$ cat src/ccs_pkg.sv
// constants, types and helpers for the capture and configuration store registers
// Operation
// - format 0 or 7: continuous bit starts/stops
// - save bit copies working set to channel
// - save bit clears itself after saving
// - format 0 or 7: single request sends one frame
// - single request clears after frame sent
// - repeat bit and count have no effect
// - load write 0..3 copies channel to working
// - load register reads last loaded channel
// - format held in format register bits 0..2
package ccs_pkg;

    // ****************************************
    // bus geometry and register offsets
    // ****************************************
    localparam int REG_AW = 12;
    localparam int REG_DW = 32;
    localparam logic [REG_AW-1:0] OFF_MODE = 12'h604;
    localparam logic [REG_AW-1:0] OFF_FORMAT = 12'h608;
    localparam logic [REG_AW-1:0] OFF_CONT = 12'h614;
    localparam logic [REG_AW-1:0] OFF_SAVE = 12'h618;
    localparam logic [REG_AW-1:0] OFF_SHOT = 12'h61c;
    localparam logic [REG_AW-1:0] OFF_SAVE_CH = 12'h620;
    localparam logic [REG_AW-1:0] OFF_LOAD_CH = 12'h624;
    localparam logic [REG_AW-1:0] OFF_STATUS = 12'h640;

    // ****************************************
    // field positions
    // ****************************************
    localparam int FLD_W = 3;
    localparam int CH_W = 2;
    localparam int BIT_GO = 0;
    localparam int ST_BUSY = 0;
    localparam int ST_SHOT = 1;
    localparam int ST_FMT_OK = 2;
    localparam int ST_CNT_LSB = 4;

    // ****************************************
    // reset values and legal codes
    // ****************************************
    localparam logic [FLD_W-1:0] RST_MODE = 3'h0;
    localparam logic [FLD_W-1:0] RST_FORMAT = 3'h7;
    localparam logic [CH_W-1:0] RST_SAVE_CH = 2'h1;
    localparam logic [CH_W-1:0] RST_LOAD_CH = 2'h0;
    localparam logic [FLD_W-1:0] FMT_STD = 3'h0;
    localparam logic [FLD_W-1:0] FMT_SCAL = 3'h7;
    localparam logic [CH_W-1:0] CH_SAVE_MIN = 2'h1;
    localparam int NUM_CH = 4;

    // ****************************************
    // stream and buffer sizes
    // ****************************************
    localparam int PIX_W = 32;
    localparam int FIFO_DEPTH = 8;

    typedef struct packed {
        logic [FLD_W-1:0] mode;
        logic [FLD_W-1:0] format;
    } ccs_cfg_s;

    localparam ccs_cfg_s CFG_DEFAULT = '{mode: RST_MODE, format: RST_FORMAT};

    typedef enum logic [1:0] {
        GATE_IDLE = 2'b00,
        GATE_PASS = 2'b01,
        GATE_DROP = 2'b10
    } ccs_gate_e;

    // frame transfer allowed only in these formats
    function automatic logic ccs_fmt_ok(input logic [FLD_W-1:0] fmt);
        return (fmt == FMT_STD) || (fmt == FMT_SCAL);
    endfunction

    // channel value fits and is at least lo
    function automatic logic ccs_ch_ok(input logic [REG_DW-1:0] v, input logic [CH_W-1:0] lo);
        return (v[REG_DW-1:CH_W] == '0) && (v[CH_W-1:0] >= lo);
    endfunction

endpackage

$ cat src/ccs_strm_if.sv
// valid/ready stream carrier between the register block and its buffer
`timescale 1ns/1ns
`default_nettype none
interface ccs_strm_if #(parameter int W = 34);
    logic valid;
    logic ready;
    logic [W-1:0] data;
    modport src (output valid, output data, input ready);
    modport snk (input valid, input data, output ready);
endinterface
`default_nettype wire

$ cat src/ccs_fifo.sv
// flip-flop fifo with valid/ready on both sides
`timescale 1ns/1ns
`default_nettype none
module ccs_fifo #(
    parameter int W = 34,
    parameter int DEPTH = 8
) (
    input wire logic clk,
    input wire logic rst_n,
    ccs_strm_if.snk wr,
    ccs_strm_if.src rd,
    output logic [$clog2(DEPTH):0] level
);
    localparam int AW = $clog2(DEPTH);
    initial begin
        if (DEPTH < 2 || (1 << AW) != DEPTH) $error("ccs_fifo: DEPTH must be a power of two");
    end

    logic [W-1:0] mem_r [DEPTH];
    logic [AW:0] wp_r;
    logic [AW:0] rp_r;
    logic full;
    logic empty;

    assign full = (wp_r[AW] != rp_r[AW]) && (wp_r[AW-1:0] == rp_r[AW-1:0]);
    assign empty = (wp_r == rp_r);
    assign wr.ready = !full;
    assign rd.valid = !empty;
    assign rd.data = mem_r[rp_r[AW-1:0]];
    assign level = wp_r - rp_r;

    always_ff @(posedge clk or negedge rst_n) begin
        if (!rst_n) begin
            wp_r <= '0;
        end else if (wr.valid && !full) begin
            wp_r <= wp_r + 1'b1;
        end
    end

    always_ff @(posedge clk) begin
        if (wr.valid && !full) begin
            mem_r[wp_r[AW-1:0]] <= wr.data;
        end
    end

    always_ff @(posedge clk or negedge rst_n) begin
        if (!rst_n) begin
            rp_r <= '0;
        end else if (rd.ready && !empty) begin
            rp_r <= rp_r + 1'b1;
        end
    end
endmodule // ccs_fifo
`default_nettype wire

$ cat src/ccs_cfg_store.sv
// numbered configuration channels; channel 0 holds the fixed defaults
`timescale 1ns/1ns
`default_nettype none
module ccs_cfg_store
    import ccs_pkg::*;
(
    input wire logic clk,
    input wire logic rst_n,
    input wire logic save_req,
    input wire logic [ccs_pkg::CH_W-1:0] save_ch,
    input wire ccs_pkg::ccs_cfg_s save_cfg,
    input wire logic [ccs_pkg::CH_W-1:0] load_ch,
    output ccs_pkg::ccs_cfg_s load_cfg
);
    ccs_cfg_s chan_r [NUM_CH];

    // channel 0 is never written
    always_ff @(posedge clk or negedge rst_n) begin
        if (!rst_n) begin
            for (int i = 0; i < NUM_CH; i++) begin
                chan_r[i] <= CFG_DEFAULT;
            end
        end else if (save_req && save_ch != '0) begin
            chan_r[save_ch] <= save_cfg;
        end
    end

    assign load_cfg = (load_ch == '0) ? CFG_DEFAULT : chan_r[load_ch];
endmodule // ccs_cfg_store
`default_nettype wire

$ cat src/ccs_regs_top.sv
// transmission control and configuration channel registers with frame gate
`timescale 1ns/1ns
`default_nettype none
module ccs_regs_top
    import ccs_pkg::*;
#(
    parameter int DEPTH = ccs_pkg::FIFO_DEPTH
) (
    input wire logic CORE_CLK,
    input wire logic RST_N,
    input wire logic [ccs_pkg::REG_AW-1:0] REG_ADDR,
    input wire logic [ccs_pkg::REG_DW-1:0] REG_WDATA,
    input wire logic REG_WR,
    input wire logic REG_RD,
    output logic [ccs_pkg::REG_DW-1:0] REG_RDATA,
    input wire logic [ccs_pkg::PIX_W-1:0] PIX_DATA,
    input wire logic PIX_LAST,
    input wire logic PIX_VALID,
    output logic PIX_READY,
    output logic [ccs_pkg::PIX_W-1:0] TX_DATA,
    output logic TX_LAST,
    output logic TX_VALID,
    input wire logic TX_READY,
    output logic CAPTURE_EN,
    output logic [ccs_pkg::FLD_W-1:0] VIDEO_FORMAT,
    output logic [ccs_pkg::FLD_W-1:0] VIDEO_MODE
);
    import ccs_pkg::*;

    localparam int FW = PIX_W + 2;
    localparam int LW = $clog2(DEPTH) + 1;
    initial begin
        if (DEPTH > 8 || DEPTH < 2) $error("ccs_regs_top: DEPTH out of range");
    end

    // ****************************************
    // state
    // ****************************************
    ccs_cfg_s work_r;
    logic cont_r;
    logic shot_r;
    logic shot_started_r;
    logic save_pend_r;
    logic [CH_W-1:0] save_ch_r;
    logic [CH_W-1:0] load_ch_r;
    ccs_gate_e gate_r;
    ccs_gate_e gate_nxt;
    logic cap_en_r;
    logic [REG_DW-1:0] rdata_r;
    logic [REG_DW-1:0] rdata_nxt;

    ccs_cfg_s load_cfg;
    logic [LW-1:0] fifo_level;
    logic fmt_ok;
    logic want_frame;
    logic tag_new;
    logic pass_now;
    logic pix_take;
    logic tx_take;
    logic shot_done;
    logic shot_set;
    logic wr_mode;
    logic wr_format;
    logic wr_cont;
    logic wr_save;
    logic wr_shot;
    logic wr_save_ch;
    logic wr_load_ch;

    ccs_strm_if #(.W(FW)) fin ();
    ccs_strm_if #(.W(FW)) fout ();

    // ****************************************
    // write decode
    // ****************************************
    assign wr_mode = REG_WR && (REG_ADDR == OFF_MODE);
    assign wr_format = REG_WR && (REG_ADDR == OFF_FORMAT);
    assign wr_cont = REG_WR && (REG_ADDR == OFF_CONT);
    assign wr_save = REG_WR && (REG_ADDR == OFF_SAVE);
    assign wr_shot = REG_WR && (REG_ADDR == OFF_SHOT);
    assign wr_save_ch = REG_WR && (REG_ADDR == OFF_SAVE_CH);
    assign wr_load_ch = REG_WR && (REG_ADDR == OFF_LOAD_CH);

    assign fmt_ok = ccs_fmt_ok(work_r.format);

    // ****************************************
    // working configuration set
    // ****************************************
    always_ff @(posedge CORE_CLK or negedge RST_N) begin
        if (!RST_N) begin
            work_r <= CFG_DEFAULT;
        end else if (wr_load_ch && ccs_ch_ok(REG_WDATA, '0)) begin
            work_r <= load_cfg;
        end else if (wr_format) begin
            work_r.format <= REG_WDATA[FLD_W-1:0];
        end else if (wr_mode) begin
            work_r.mode <= REG_WDATA[FLD_W-1:0];
        end
    end

    // ****************************************
    // channel registers
    // ****************************************
    always_ff @(posedge CORE_CLK or negedge RST_N) begin
        if (!RST_N) begin
            save_ch_r <= RST_SAVE_CH;
        end else if (wr_save_ch && ccs_ch_ok(REG_WDATA, CH_SAVE_MIN)) begin
            save_ch_r <= REG_WDATA[CH_W-1:0];
        end
    end

    always_ff @(posedge CORE_CLK or negedge RST_N) begin
        if (!RST_N) begin
            load_ch_r <= RST_LOAD_CH;
        end else if (wr_load_ch && ccs_ch_ok(REG_WDATA, '0)) begin
            load_ch_r <= REG_WDATA[CH_W-1:0];
        end
    end

    // save runs one cycle after the request, then the bit drops
    always_ff @(posedge CORE_CLK or negedge RST_N) begin
        if (!RST_N) begin
            save_pend_r <= 1'b0;
        end else if (wr_save && REG_WDATA[BIT_GO]) begin
            save_pend_r <= 1'b1;
        end else begin
            save_pend_r <= 1'b0;
        end
    end

    ccs_cfg_store u_store (
        .clk(CORE_CLK),
        .rst_n(RST_N),
        .save_req(save_pend_r),
        .save_ch(save_ch_r),
        .save_cfg(work_r),
        .load_ch(REG_WDATA[CH_W-1:0]),
        .load_cfg(load_cfg)
    );

    // ****************************************
    // transmission control bits
    // ****************************************
    always_ff @(posedge CORE_CLK or negedge RST_N) begin
        if (!RST_N) begin
            cont_r <= 1'b0;
        end else if (wr_cont && !REG_WDATA[BIT_GO]) begin
            cont_r <= 1'b0;
        end else if (wr_cont && fmt_ok) begin
            cont_r <= 1'b1;
        end
    end

    // repeat bit and count field are not looked at
    assign shot_set = wr_shot && REG_WDATA[BIT_GO] && fmt_ok;
    assign shot_done = tx_take && fout.data[PIX_W] && fout.data[PIX_W+1];

    // a new request in the finishing cycle survives
    always_ff @(posedge CORE_CLK or negedge RST_N) begin
        if (!RST_N) begin
            shot_r <= 1'b0;
        end else begin
            shot_r <= shot_set || (shot_r && !shot_done);
        end
    end

    always_ff @(posedge CORE_CLK or negedge RST_N) begin
        if (!RST_N) begin
            shot_started_r <= 1'b0;
        end else if (shot_done) begin
            shot_started_r <= 1'b0;
        end else if (pix_take && gate_r == GATE_IDLE && pass_now && tag_new) begin
            shot_started_r <= 1'b1;
        end
    end

    // ****************************************
    // frame gate
    // ****************************************
    assign tag_new = shot_r && !shot_started_r;
    assign want_frame = fmt_ok && (cont_r || tag_new);
    assign pass_now = (gate_r == GATE_PASS) || (gate_r == GATE_IDLE && want_frame);
    assign PIX_READY = pass_now ? fin.ready : 1'b1;
    assign pix_take = PIX_VALID && PIX_READY;
    assign fin.valid = PIX_VALID && pass_now;
    assign fin.data = {(gate_r == GATE_IDLE) ? tag_new : shot_started_r, PIX_LAST, PIX_DATA};

    always_comb begin
        gate_nxt = gate_r;
        if (pix_take) begin
            if (PIX_LAST) begin
                gate_nxt = GATE_IDLE;
            end else if (gate_r == GATE_IDLE) begin
                gate_nxt = pass_now ? GATE_PASS : GATE_DROP;
            end
        end
    end

    always_ff @(posedge CORE_CLK or negedge RST_N) begin
        if (!RST_N) begin
            gate_r <= GATE_IDLE;
        end else begin
            gate_r <= gate_nxt;
        end
    end

    always_ff @(posedge CORE_CLK or negedge RST_N) begin
        if (!RST_N) begin
            cap_en_r <= 1'b0;
        end else begin
            cap_en_r <= want_frame || (gate_nxt == GATE_PASS);
        end
    end

    ccs_fifo #(.W(FW), .DEPTH(DEPTH)) u_fifo (
        .clk(CORE_CLK),
        .rst_n(RST_N),
        .wr(fin),
        .rd(fout),
        .level(fifo_level)
    );

    assign fout.ready = TX_READY;
    assign tx_take = fout.valid && TX_READY;
    assign TX_VALID = fout.valid;
    assign TX_DATA = fout.data[PIX_W-1:0];
    assign TX_LAST = fout.data[PIX_W];
    assign CAPTURE_EN = cap_en_r;
    assign VIDEO_FORMAT = work_r.format;
    assign VIDEO_MODE = work_r.mode;

    // ****************************************
    // read path
    // ****************************************
    always_comb begin
        rdata_nxt = '0;
        if (REG_RD) begin
            unique case (REG_ADDR)
                OFF_MODE: rdata_nxt[FLD_W-1:0] = work_r.mode;
                OFF_FORMAT: rdata_nxt[FLD_W-1:0] = work_r.format;
                OFF_CONT: rdata_nxt[BIT_GO] = cont_r;
                OFF_SAVE: rdata_nxt[BIT_GO] = save_pend_r;
                OFF_SHOT: rdata_nxt[BIT_GO] = shot_r;
                OFF_SAVE_CH: rdata_nxt[CH_W-1:0] = save_ch_r;
                OFF_LOAD_CH: rdata_nxt[CH_W-1:0] = load_ch_r;
                OFF_STATUS: begin
                    rdata_nxt[ST_BUSY] = (gate_r != GATE_IDLE);
                    rdata_nxt[ST_SHOT] = shot_started_r;
                    rdata_nxt[ST_FMT_OK] = fmt_ok;
                    rdata_nxt[ST_CNT_LSB +: LW] = fifo_level;
                end
                default: rdata_nxt = '0;
            endcase
        end
    end

    always_ff @(posedge CORE_CLK or negedge RST_N) begin
        if (!RST_N) begin
            rdata_r <= '0;
        end else begin
            rdata_r <= rdata_nxt;
        end
    end

    assign REG_RDATA = rdata_r;
endmodule // ccs_regs_top
`default_nettype wire

$ cat config.mk
export PLATFORM = sky130hd
export DESIGN_NAME = ccs_regs_top
export DESIGN_NICKNAME = d
export VERILOG_FILES = /design/src/ccs_pkg.sv /design/src/ccs_strm_if.sv /design/src/ccs_fifo.sv /design/src/ccs_cfg_store.sv /design/src/ccs_regs_top.sv
export SDC_FILE = /design/constraint.sdc
export NUM_CORES = 1
export LEC_CHECK = 0
export BUFFER_PORTS_ARGS = -buffer_cell sky130_fd_sc_hd__buf_2
export CAP_MARGIN = 20
export CELL_PAD_IN_SITES_DETAIL_PLACEMENT = 1
export CELL_PAD_IN_SITES_GLOBAL_PLACEMENT = 1
export CORE_MARGIN = 4
export CORE_UTILIZATION = 45
export DETAILED_ROUTE_END_ITERATION = 8
export GPL_TIMING_DRIVEN = 0
export HOLD_SLACK_MARGIN = 0.12
export PLACE_DENSITY = 0.85
export SYNTH_ARGS = -nofsm -noshare
export SYNTH_HDL_FRONTEND = slang
export SYNTH_SLANG_ARGS = --single-unit
$ cat constraint.sdc
create_clock -name CORE_CLK -period 5.8 [get_ports CORE_CLK]
set_input_delay 0.58 -clock CORE_CLK [delete_from_list [all_inputs] [get_ports CORE_CLK]]
set_output_delay 0.58 -clock CORE_CLK [all_outputs]
set_load 0.01 [all_outputs]
==> reports/summary.txt, run 1 <==
Initial Util -> 0.458
Final worst path period need -> 5140 ps
Remaining antenna violation count -> 0
Area leader, netlist -> edfxtp_1
Mapped Cells -> 764
Compound-gate portion of the synthesized area -> 0.0210
Layout Skew -> 30.5 ps
Core Box Area -> 28900 um2
Clock latency at the later pin of the worst-skew pair -> 540 ps
Avg Inst Size Synth -> 17.3 um2
Post_cts resized -> 0
Worst Setup Path Type -> reg -> reg
Pwr dens -> 426 nW/um2
Die X-Extent -> 179 um
Initial drt markers -> 622
Async set-reset flop share out of synthesis -> 0.160
DIE HEIGHT -> 179 um
Power, Total -> 6.79 mW
Most common cell after layout, fill and taps aside -> edfxtp_1
Register area share after synthesis -> 0.718
Critical path capture point type -> flip-flop
Max FO, Critical Path -> 18
Global-route wire length before repair -> 50.5 mm
CTS clk-pin slew, worst paths -> 60 ps
Synth Flop Type -> edfxtp_1
Aggregate negative setup slack -> 0 ps
Max_slew headroom -> 0.306
Worst-Margin Slew -> 1030 ps
Post-synth EDFFs -> 272
Layout Utilization -> 0.553
Design area -> 15900 um2
Crit start category -> flip-flop
Post-DR vias/cell -> 5.51
Post-DP HPWL -> 23.4 mm
Vias in the first global route -> 8260
Worst-case clock buffer depth -> 3
Slowest cell on the critical path -> a211oi_1
Area Growth Syn to Fin -> 20.7%
# IOs -> 157
Port Buffers -> 129
CP most frequent cell -> clkbuf_1
Commonest non-fill, non-tap cells in the layout -> edfxtp_1 (272), buf_2 (137), nand2_1 (123)
Total gr overflow -> 0
FP Rows -> 62
Die area -> 32200 um2
Hold Crit Depth -> 3
Reg2reg path depth -> 11
Top delay family on crit path -> buffers and inverters
Antenna violations before repair -> 4
Num CTS Buffers -> 34
Vias -> 7659
Reg2Reg Capture Point -> u_fifo.mem_r[3][26]
Final hold vios -> 0
Largest net degree at the start of global routing -> 31
Total track usage -> 0.210
Leakage -> 5.90 nW
Share of layout cells above drive strength 1 -> 0.357
Worst vdd ir -> 332 uV
Count of cell types in the netlist -> 55
CTS tree -> done
Worst hold path startpoint -> REG_ADDR[3]
Max cap viols -> 0
Worst-path cell chain -> clkbuf_1, clkbuf_1, buf_1, inv_1, ha_1, nand3_1, o21ai_0, a211oi_1, nand2_1, nor2_4, buf_16
Per-cell routed wire length -> 24.1 um
NumNets Final -> 1068
FF+latch count, synth -> 324
Worst Path Buf+Inv -> 5
RSZ-0062 raised after global routing -> false
Post-Synth Simple-Gate Area -> 0.0753
Main combinational cell family by area after synthesis -> multiplexers
Htree depth -> 2
Placed Area -> 14800 um2
Worst EP arrival -> 5350 ps
Max-slew violation count -> 0
CTS sink cnt -> 324
Flop-to-flop setup slack -> 660 ps
DRT Pass-1 Iters -> 4
Synth Area in XOR/XNOR -> 0.00597
GPL Wtd Cong -> 0.781
Fin crit share -> 0.886
Top cells by area, synth -> edfxtp_1 (62%), mux4_2 (12%), dfrtp_1 (7.4%)
DRT Wirelength -> 33.6 mm
Worst R2R Start -> u_fifo.rp_r[1]
Multiplexer share of the synthesized area -> 0.146
Root buffer cell -> clkbuf_16
Status -> completed
Adder-cell share of the synthesized area -> 0.00625
Ys Warns -> 0
DRC violations left -> 0
Hold Path End -> save_pend_r
Yosys top cell area share -> 0.618
Critical path required time -> 6010 ps
Synthesized cell area -> 13200 um2
Fmax -> 195 MHz
Final setup vio count -> 0
CP max stage delay -> 740 ps
Tightest Hold Check Type -> in -> reg
-- cell families after synthesis --
kind of cell,count (synthesis)
other,1
AND/OR/NAND/NOR,211
XOR/XNOR,9
flip-flops,324
adder cells (fa/ha/maj),6
AO/OA/AOI/OAI,45
buffers and inverters,66
multiplexers,102
-- state kept, by name (all words and copies together) (netlist names) --
name	cells
u_fifo.mem_r	272
save_ch_r	2
REG_RDATA	7
shot_r	1
u_store.chan_r	20
u_fifo.wp_r	4
cont_r	1
CAPTURE_EN	1
VIDEO_MODE	3
save_pend_r	1
load_ch_r	2
u_fifo.rp_r	4
VIDEO_FORMAT	3
gate_r	2
shot_started_r	1
-- synthesized netlist by cell type, drive strengths merged (2+ instances only) --
cell      n
edfxtp  272
nand2   123
mux4     70
dfrtp    39
buf      37
mux2     25
nor2     22
clkbuf   21
a21oi    17
dfstp    13
nor3     13
nor4     10
o21ai    10
nand3     9
inv       7
mux2i     7
nand4     7
xnor2     7
nor4b     6
ha        5
nand3b    5
and3      4
a22o      3
a22oi     3
nand2b    3
nor2b     3
xor2      2
-- tightest hold or removal path: cells and delay by family --
kind / cells / cell delay (ps)
buffers and inverters: 1 / 120
AND/OR/NAND/NOR: 2 / 100
-- final cells by class --
cell class / count / area [um2]
Clock buffer: 43 / 905
Inverter: 8 / 30.0
Fill cell: 2721 / 12900
Buffer: 58 / 329
Sequential cell: 324 / 9490
Tap cell: 384 / 480
Multi-Input combinational cell: 398 / 3510
Timing Repair Buffer: 155 / 986
Antenna cell: 3 / 7.51
Clock inverter: 18 / 213
-- layer usage --
layer / up-vias / part of all wire / global-route usage
met5: - / 0.00066 / 0
met2: 276 / 0.51 / 0.362
li1: 3348 / - / -
met4: 4 / 0.021 / 0.0565
met3: 56 / 0.059 / 0.0373
met1: 3975 / 0.41 / 0.280
-- stage by stage --
step | worst slack [ps] | hold WS [ps] | instances
5_1_grt | 405 | 310 | 1390
4_1_cts | 697 | 300 | 1388
3_3_place_gp | -2850 | 435 | 1301
2_1_floorplan | 346 | 284 | 788
6_report | 662 | 319 | 1391
3_5_place_dp | 719 | 470 | 1326
-- timing repair --
action | CTS | global route
endpoints found under the hold margin | 13 | 0
setup endpoints to repair | 0 | 0
buffers inserted | 0 | 0
hold buffers | 1 | 0
-- power by group --
part	internal [mW]	total [mW]	switching [mW]	leakage, nW
Clock	1.26	2.16	0.908	0.541
Combinational	0.820	1.94	1.12	2.25
Sequential	2.62	2.69	0.0711	3.11
-- how the worst max path moves through the flow --
stage / to / startpoint / cells past startpoint
final: u_fifo.mem_r[3][26] / u_fifo.rp_r[1] / 11
after global routing: u_fifo.mem_r[3][26] / u_fifo.rp_r[1] / 11
after CTS: u_fifo.mem_r[3][29] / u_fifo.rp_r[1] / 11
after detailed placement: u_fifo.mem_r[3][23] / u_fifo.rp_r[1] / 11
after global placement: u_fifo.mem_r[1][23] / u_fifo.rp_r[1] / 10
after floorplan: u_fifo.mem_r[1][0] / u_fifo.rp_r[1] / 10
Power figures use the tool's default switching activity.
==> run 2, diff against run 1 <==
--- a/config.mk
+++ b/config.mk
@@ -14,7 +14,8 @@
 export DETAILED_ROUTE_END_ITERATION = 8
 export GPL_TIMING_DRIVEN = 0
 export HOLD_SLACK_MARGIN = 0.12
-export PLACE_DENSITY = 0.85
+export PLACE_DENSITY_LB_ADDON = 0.1
+export SETUP_SLACK_MARGIN = 0.02
 export SYNTH_ARGS = -nofsm -noshare
 export SYNTH_HDL_FRONTEND = slang
 export SYNTH_SLANG_ARGS = --single-unit
==> run 2 against run 1 <==
  * Die area is the same
  * Wire length decreased by 6.8%
  * Hold slack about the same
  * Critical endpoint is now u_fifo.mem_r[1][29]
  * Critical path depth grew 2
  * Global-route usage is 0.98 points lower
  * Largest power group unchanged
  * Worst setup slack gained 99 ps
  * Combinational power shrank 3%
  * Sequential cell count did not move
==> reports/summary.txt, run 2 (same netlist as run 1, synthesis figures left out) <==
Dpl cells -> 1325 (-0.075%)
Slowest cell on the critical path -> buf_1
Final setup vio count -> 0 (unchanged)
Die area -> 32200 um2 (unchanged)
# fillers -> 2744 (+0.85%)
Initial drt markers -> 504 (-19%)
Fin crit share -> 0.869 (-0.0171)
Core Box Area -> 28900 um2 (unchanged)
Final Non-Filler Cells -> 1393 (+0.14%)
Worst R2R Start -> u_fifo.rp_r[1]
Worst EP arrival -> 5260 ps (-90 ps)
Highest routed layer -> met5
Antenna violations before repair -> 3 (-1)
Met3 routed WL -> 1.72 mm (-13%)
Port Buffers -> 129 (unchanged)
Reg2reg path depth -> 13 (+2)
Max reg flops -> 272 (unchanged)
GPL Wtd Cong -> 0.808 (+3.4%)
Layout Skew -> 13.3 ps (-17.2 ps)
DRT Pass-1 Iters -> 4 (unchanged)
Multi-input gate area -> 3520 um2 (+0.32%)
Worst-case clock buffer depth -> 3 (unchanged)
Vias in the first global route -> 8324 (+0.77%)
Clock latency at the later pin of the worst-skew pair -> 510 ps (-30 ps)
Worst Path Buf+Inv -> 7 (+2)
Most common cell after layout, fill and taps aside -> edfxtp_1
Initial Util -> 0.458 (unchanged)
Max_slew headroom -> 0.397 (+0.0912)
Max cap viols -> 0 (unchanged)
Share of layout cells above drive strength 1 -> 0.356 (-0.000423)
Leakage -> 5.90 nW (about the same)
Final hold vios -> 0 (unchanged)
Fmax -> 198 MHz (+2.0%)
Aggregate negative setup slack -> 0 ps (unchanged)
Crit start category -> flip-flop
Layout Utilization -> 0.553 (about the same)
Hold slack -> 319 ps (-0.434 ps)
Post-DR vias/cell -> 5.33 (-3.2%)
Htree depth -> 2 (unchanged)
CTS sink cnt -> 324 (unchanged)
Worst Setup Path Type -> reg -> reg
Max FO, Critical Path -> 10 (-8)
DRC violations left -> 0 (unchanged)
CP max stage delay -> 630 ps (-110 ps)
Global-route wire length before repair -> 48.7 mm (-3.6%)
Hold Path End -> REG_RDATA[1]
# IOs -> 157 (unchanged)
Largest net degree at the start of global routing -> 43 (+39%)
Worst hold path startpoint -> REG_RD
Worst vdd ir -> 195 uV (-41%)
Root buffer cell -> clkbuf_16
FP Rows -> 62 (unchanged)
Post-CTS Setup Bufs -> 0 (unchanged)
Detail Route met2 WL -> 16.4 mm (-4.5%)
Max-slew violation count -> 0 (unchanged)
Hold Crit Depth -> 3 (unchanged)
Tightest Hold Check Type -> in -> reg
CP most frequent cell -> buf_6
RSZ-0062 raised after global routing -> false
Worst-Margin Slew -> 901 ps (-129 ps)
Reg2Reg Capture Point -> u_fifo.mem_r[1][29]
Met1 WL -> 12.6 mm (-7.9%)
CTS tree -> done
Critical path capture point type -> flip-flop
DRT Wirelength -> 31.3 mm (-6.8%)
Status -> completed
Pwr dens -> 420 nW/um2 (-1.3%)
Commonest non-fill, non-tap cells in the layout -> edfxtp_1 (272), buf_2 (137), nand2_1 (123)
Total gr overflow -> 0 (unchanged)
Per-cell routed wire length -> 22.4 um (-7.0%)
Top delay family on crit path -> buffers and inverters
NumNets Final -> 1069 (+0.094%)
Total track usage -> 0.200 (-0.00980)
Critical path required time -> 6020 ps (about the same)
DIE HEIGHT -> 179 um (unchanged)
Seq. cell area -> 9490 um2 (unchanged)
Flop-to-flop setup slack -> 760 ps (+100 ps)
Final worst path period need -> 5040 ps (-99.4 ps)
Die X-Extent -> 179 um (unchanged)
Worst-path cell chain -> clkbuf_1, clkbuf_1, buf_1, inv_1, ha_1, nand3_1, o21ai_0, a211oi_2, nand2_1, nor3_4, buf_6, buf_6, buf_6
Power, Total -> 6.70 mW (-1.4%)
CTS clk-pin slew, worst paths -> 60 ps (about the same)
Area Growth Syn to Fin -> 20.7% (about the same)
Post-DP HPWL -> 21.7 mm (-7.2%)
Num CTS Buffers -> 36 (+5.9%)
Remaining antenna violation count -> 0 (unchanged)
Vias -> 7423 (-3.1%)
## run 2: metrics by stage
| stage | worst slack, ps | cell area, um2 |
|---|---|---|
| global route | 377 | 15900 |
| floorplan | 346 | 13300 |
| finish | 761 | 15900 |
| CTS | 139 | 15900 |
| global placement | -3150 | 14400 |
| detailed placement | 204 | 14800 |
## run 2: routing by layer
metal	track usage	vias up
met3	0.0332	45
met4	0.0514	4
met5	0	-
met2	0.356	203
met1	0.260	3812
li1	-	3359
## run 2: worst reg2reg max path: cells and delay by family, from the launching register on
kind / cells / cell delay (ps)
buffers and inverters: 7 / 2440
AND/OR/NAND/NOR: 3 / 910
AO/OA/AOI/OAI: 2 / 650
adder cells (fa/ha/maj): 1 / 380
flip-flops: 1 / 350
## run 2: worst max-delay path by stage
stage	startpoint	end	slack, ps	depth (start not counted)
3_3_place_gp	u_fifo.rp_r[1]	u_fifo.mem_r[1][29]	-3150	10
2_1_floorplan	u_fifo.rp_r[1]	u_fifo.mem_r[1][0]	350	10
5_1_grt	u_fifo.rp_r[1]	u_fifo.mem_r[1][29]	380	13
6_report	u_fifo.rp_r[1]	u_fifo.mem_r[1][29]	760	13
3_5_place_dp	u_fifo.rp_r[1]	u_fifo.mem_r[1][29]	200	13
4_1_cts	u_fifo.rp_r[1]	u_fifo.mem_r[1][29]	140	13
## run 2: cell type report
cell class	instances	share of cell area
Buffer	58	0.0206
Timing Repair Buffer	154	0.0616
Antenna cell	1	0.000157
Clock inverter	14	0.00487
Multi-Input combinational cell	398	0.221
Clock buffer	52	0.0648
Inverter	8	0.00188
Tap cell	384	0.0301
Sequential cell	324	0.595
## run 2: timing repair
| item | CTS | global route |
|---|---|---|
| endpoints found under the hold margin | 10 | 0 |
| gates resized for setup | 0 | 2 |
| setup endpoints to repair | 0 | 21 |
| hold buffers | 1 | 0 |
## run 2: power breakdown
part           leakage, nW  internal, mW  switching, mW
Clock                0.545          1.24          0.877
Combinational         2.25         0.821           1.07
Sequential            3.11          2.62         0.0692
==> run 3, diff against run 2 <==
--- a/config.mk
+++ b/config.mk
@@ -14,6 +14,7 @@
 export DETAILED_ROUTE_END_ITERATION = 8
 export GPL_TIMING_DRIVEN = 0
 export HOLD_SLACK_MARGIN = 0.12
+export MAX_ROUTING_LAYER = met4
 export PLACE_DENSITY_LB_ADDON = 0.1
 export SETUP_SLACK_MARGIN = 0.02
 export SYNTH_ARGS = -nofsm -noshare
==> run 3 against run 2 <==
  * Critical path depth is the same
  * Critical path type unchanged
  * Combinational power about the same
  * Maximum frequency is 0.30% higher
  * Clock-buffer cell count unchanged
  * Via count up 0.57%
  * Wire length up 0.26%
  * Non-clock buffer count stayed put
  * Design area barely moved
  * Power is essentially flat
  * Global-route usage increased by 0.59 points
  * Core utilization hardly changed
==> reports/summary.txt, run 3 (same netlist as run 1, synthesis figures left out) <==
Seq. cell area -> 9490 um2 (unchanged)
Flop-to-flop setup slack -> 780 ps (+20 ps)
Core Box Area -> 28900 um2 (unchanged)
FP Rows -> 62 (unchanged)
Num CTS Buffers -> 36 (unchanged)
Antenna violations before repair -> 3 (unchanged)
Tightest Hold Check Type -> in -> reg
Remaining antenna violation count -> 0 (unchanged)
Hold Crit Depth -> 3 (unchanged)
Slowest cell on the critical path -> buf_1
Vias -> 7465 (+0.57%)
DRC violations left -> 0 (unchanged)
Per-cell routed wire length -> 22.5 um (+0.12%)
Fin crit share -> 0.866 (-0.00260)
GPL Wtd Cong -> 0.819 (+1.5%)
CTS clk-pin slew, worst paths -> 60 ps (about the same)
Leakage -> 5.90 nW (about the same)
Total track usage -> 0.206 (+0.00589)
Worst vdd ir -> 196 uV (+0.18%)
Post-DR vias/cell -> 5.35 (+0.42%)
# IOs -> 157 (unchanged)
# fillers -> 2747 (+0.11%)
Critical path capture point type -> flip-flop
Worst-case clock buffer depth -> 3 (unchanged)
Worst R2R Start -> u_fifo.rp_r[1]
Max FO, Critical Path -> 10 (unchanged)
CP most frequent cell -> buf_6
Worst-Margin Slew -> 895 ps (-6.39 ps)
Max_slew headroom -> 0.401 (+0.00427)
Die X-Extent -> 179 um (unchanged)
Worst-path cell chain -> clkbuf_1, clkbuf_1, buf_1, inv_1, ha_1, nand3_1, o21ai_0, a211oi_2, nand2_1, nor3_4, buf_6, buf_6, buf_6
DRT Pass-1 Iters -> 5 (+1)
Reg2Reg Capture Point -> u_fifo.mem_r[1][29]
Max reg flops -> 272 (unchanged)
Most common cell after layout, fill and taps aside -> edfxtp_1
Initial Util -> 0.458 (unchanged)
CTS tree -> done
Worst Setup Path Type -> reg -> reg
Share of layout cells above drive strength 1 -> 0.356 (unchanged)
Crit start category -> flip-flop
Global-route wire length before repair -> 48.6 mm (-0.14%)
Root buffer cell -> clkbuf_16
DIE HEIGHT -> 179 um (unchanged)
CP startpoint -> u_fifo.rp_r[1]
Final worst path period need -> 5020 ps (-15.1 ps)
RSZ-0062 raised after global routing -> false
Layout Utilization -> 0.553 (about the same)
DRT Wirelength -> 31.4 mm (+0.26%)
Final hold vios -> 0 (unchanged)
Worst EP arrival -> 5250 ps (about the same)
Top delay family on crit path -> buffers and inverters
Hold Path End -> REG_RDATA[1]
Pwr dens -> 420 nW/um2 (about the same)
NumNets Final -> 1069 (unchanged)
Largest net degree at the start of global routing -> 43 (unchanged)
Multi-input gate area -> 3520 um2 (unchanged)
CTS sink cnt -> 324 (unchanged)
Htree depth -> 2 (unchanged)
Max cap viols -> 0 (unchanged)
Reg2reg path depth -> 13 (unchanged)
Die area -> 32200 um2 (unchanged)
Worst Path Buf+Inv -> 7 (unchanged)
Total gr overflow -> 0 (unchanged)
Status -> completed
Max-slew violation count -> 0 (unchanged)
Fmax -> 199 MHz (+0.30%)
Initial drt markers -> 456 (-9.5%)
Vias in the first global route -> 8342 (+0.22%)
Post-CTS Setup Bufs -> 0 (unchanged)
Layout Skew -> 14.6 ps (+1.30 ps)
Critical path required time -> 6030 ps (about the same)
Final setup vio count -> 0 (unchanged)
Area Growth Syn to Fin -> 20.7% (about the same)
Post-DP HPWL -> 21.7 mm (unchanged)
Port Buffers -> 129 (unchanged)
CP max stage delay -> 610 ps (-20 ps)
Power, Total -> 6.70 mW (about the same)
Worst hold path startpoint -> REG_RD
Clock latency at the later pin of the worst-skew pair -> 510 ps (about the same)
Commonest non-fill, non-tap cells in the layout -> edfxtp_1 (272), buf_2 (137), nand2_1 (123)
[run 3: cell count changes in the layout (fill, tap and decap cells not counted), sizes merged]
cell	previous run	this run
diode	1	3
[run 3: tightest hold or removal path, cell delays in order]
cell,delay (ps)
buf_2,130
nand2_1,60
nor2_1,30
[run 3: metrics by stage]
stage	std cells	setup slack (ps)	setup TNS, ps	cell area, um2	hold slack (ps)
final	1395	776	0	15900	324
after global routing	1395	375	0	15900	320
after CTS	1392	139	0	15900	302
after detailed placement	1325	204	0	14800	450
after global placement	1301	-3150	-570160	14400	436
after floorplan	788	346	0	13300	284
[run 3: how the worst max path moves through the flow]
stage / to / slack, ps / cells past startpoint
2_1_floorplan: u_fifo.mem_r[1][0] / 350 / 10
3_3_place_gp: u_fifo.mem_r[1][29] / -3150 / 10
3_5_place_dp: u_fifo.mem_r[1][29] / 200 / 13
4_1_cts: u_fifo.mem_r[1][29] / 140 / 13
5_1_grt: u_fifo.mem_r[1][29] / 370 / 13
6_report: u_fifo.mem_r[1][29] / 780 / 13
[run 3: cell type report]
cell class                      instances  share of cell area
Multi-Input combinational cell        398               0.221
Inverter                                8             0.00188
Buffer                                 58              0.0206
Tap cell                              384              0.0301
Antenna cell                            3            0.000471
Sequential cell                       324               0.595
Clock buffer                           52              0.0648
Timing Repair Buffer                  154              0.0616
Clock inverter                         14             0.00486
[run 3: what timing repair did]
action	CTS	global route
hold buffers	1	0
endpoints found under the hold margin	10	0
resized for setup	0	2
setup endpoints to repair	0	21
[run 3: report_power, final]
| part | total, mW | switching [mW] | internal (mW) | leakage, nW |
|---|---|---|---|---|
| clock network | 2.12 | 0.876 | 1.24 | 0.545 |
| logic | 1.89 | 1.07 | 0.820 | 2.25 |
| registers | 2.69 | 0.0693 | 2.62 | 3.11 |
[run 3: metal layers]
metal	share of wire	vias to the layer above	wire length (um)	GRT usage
met5	0	-	0	-
met4	0.019	0	606	0.0524
met1	0.41	3839	12800	0.261
met3	0.048	47	1510	0.0298
met2	0.53	213	16500	0.356
li1	-	3366	-	-
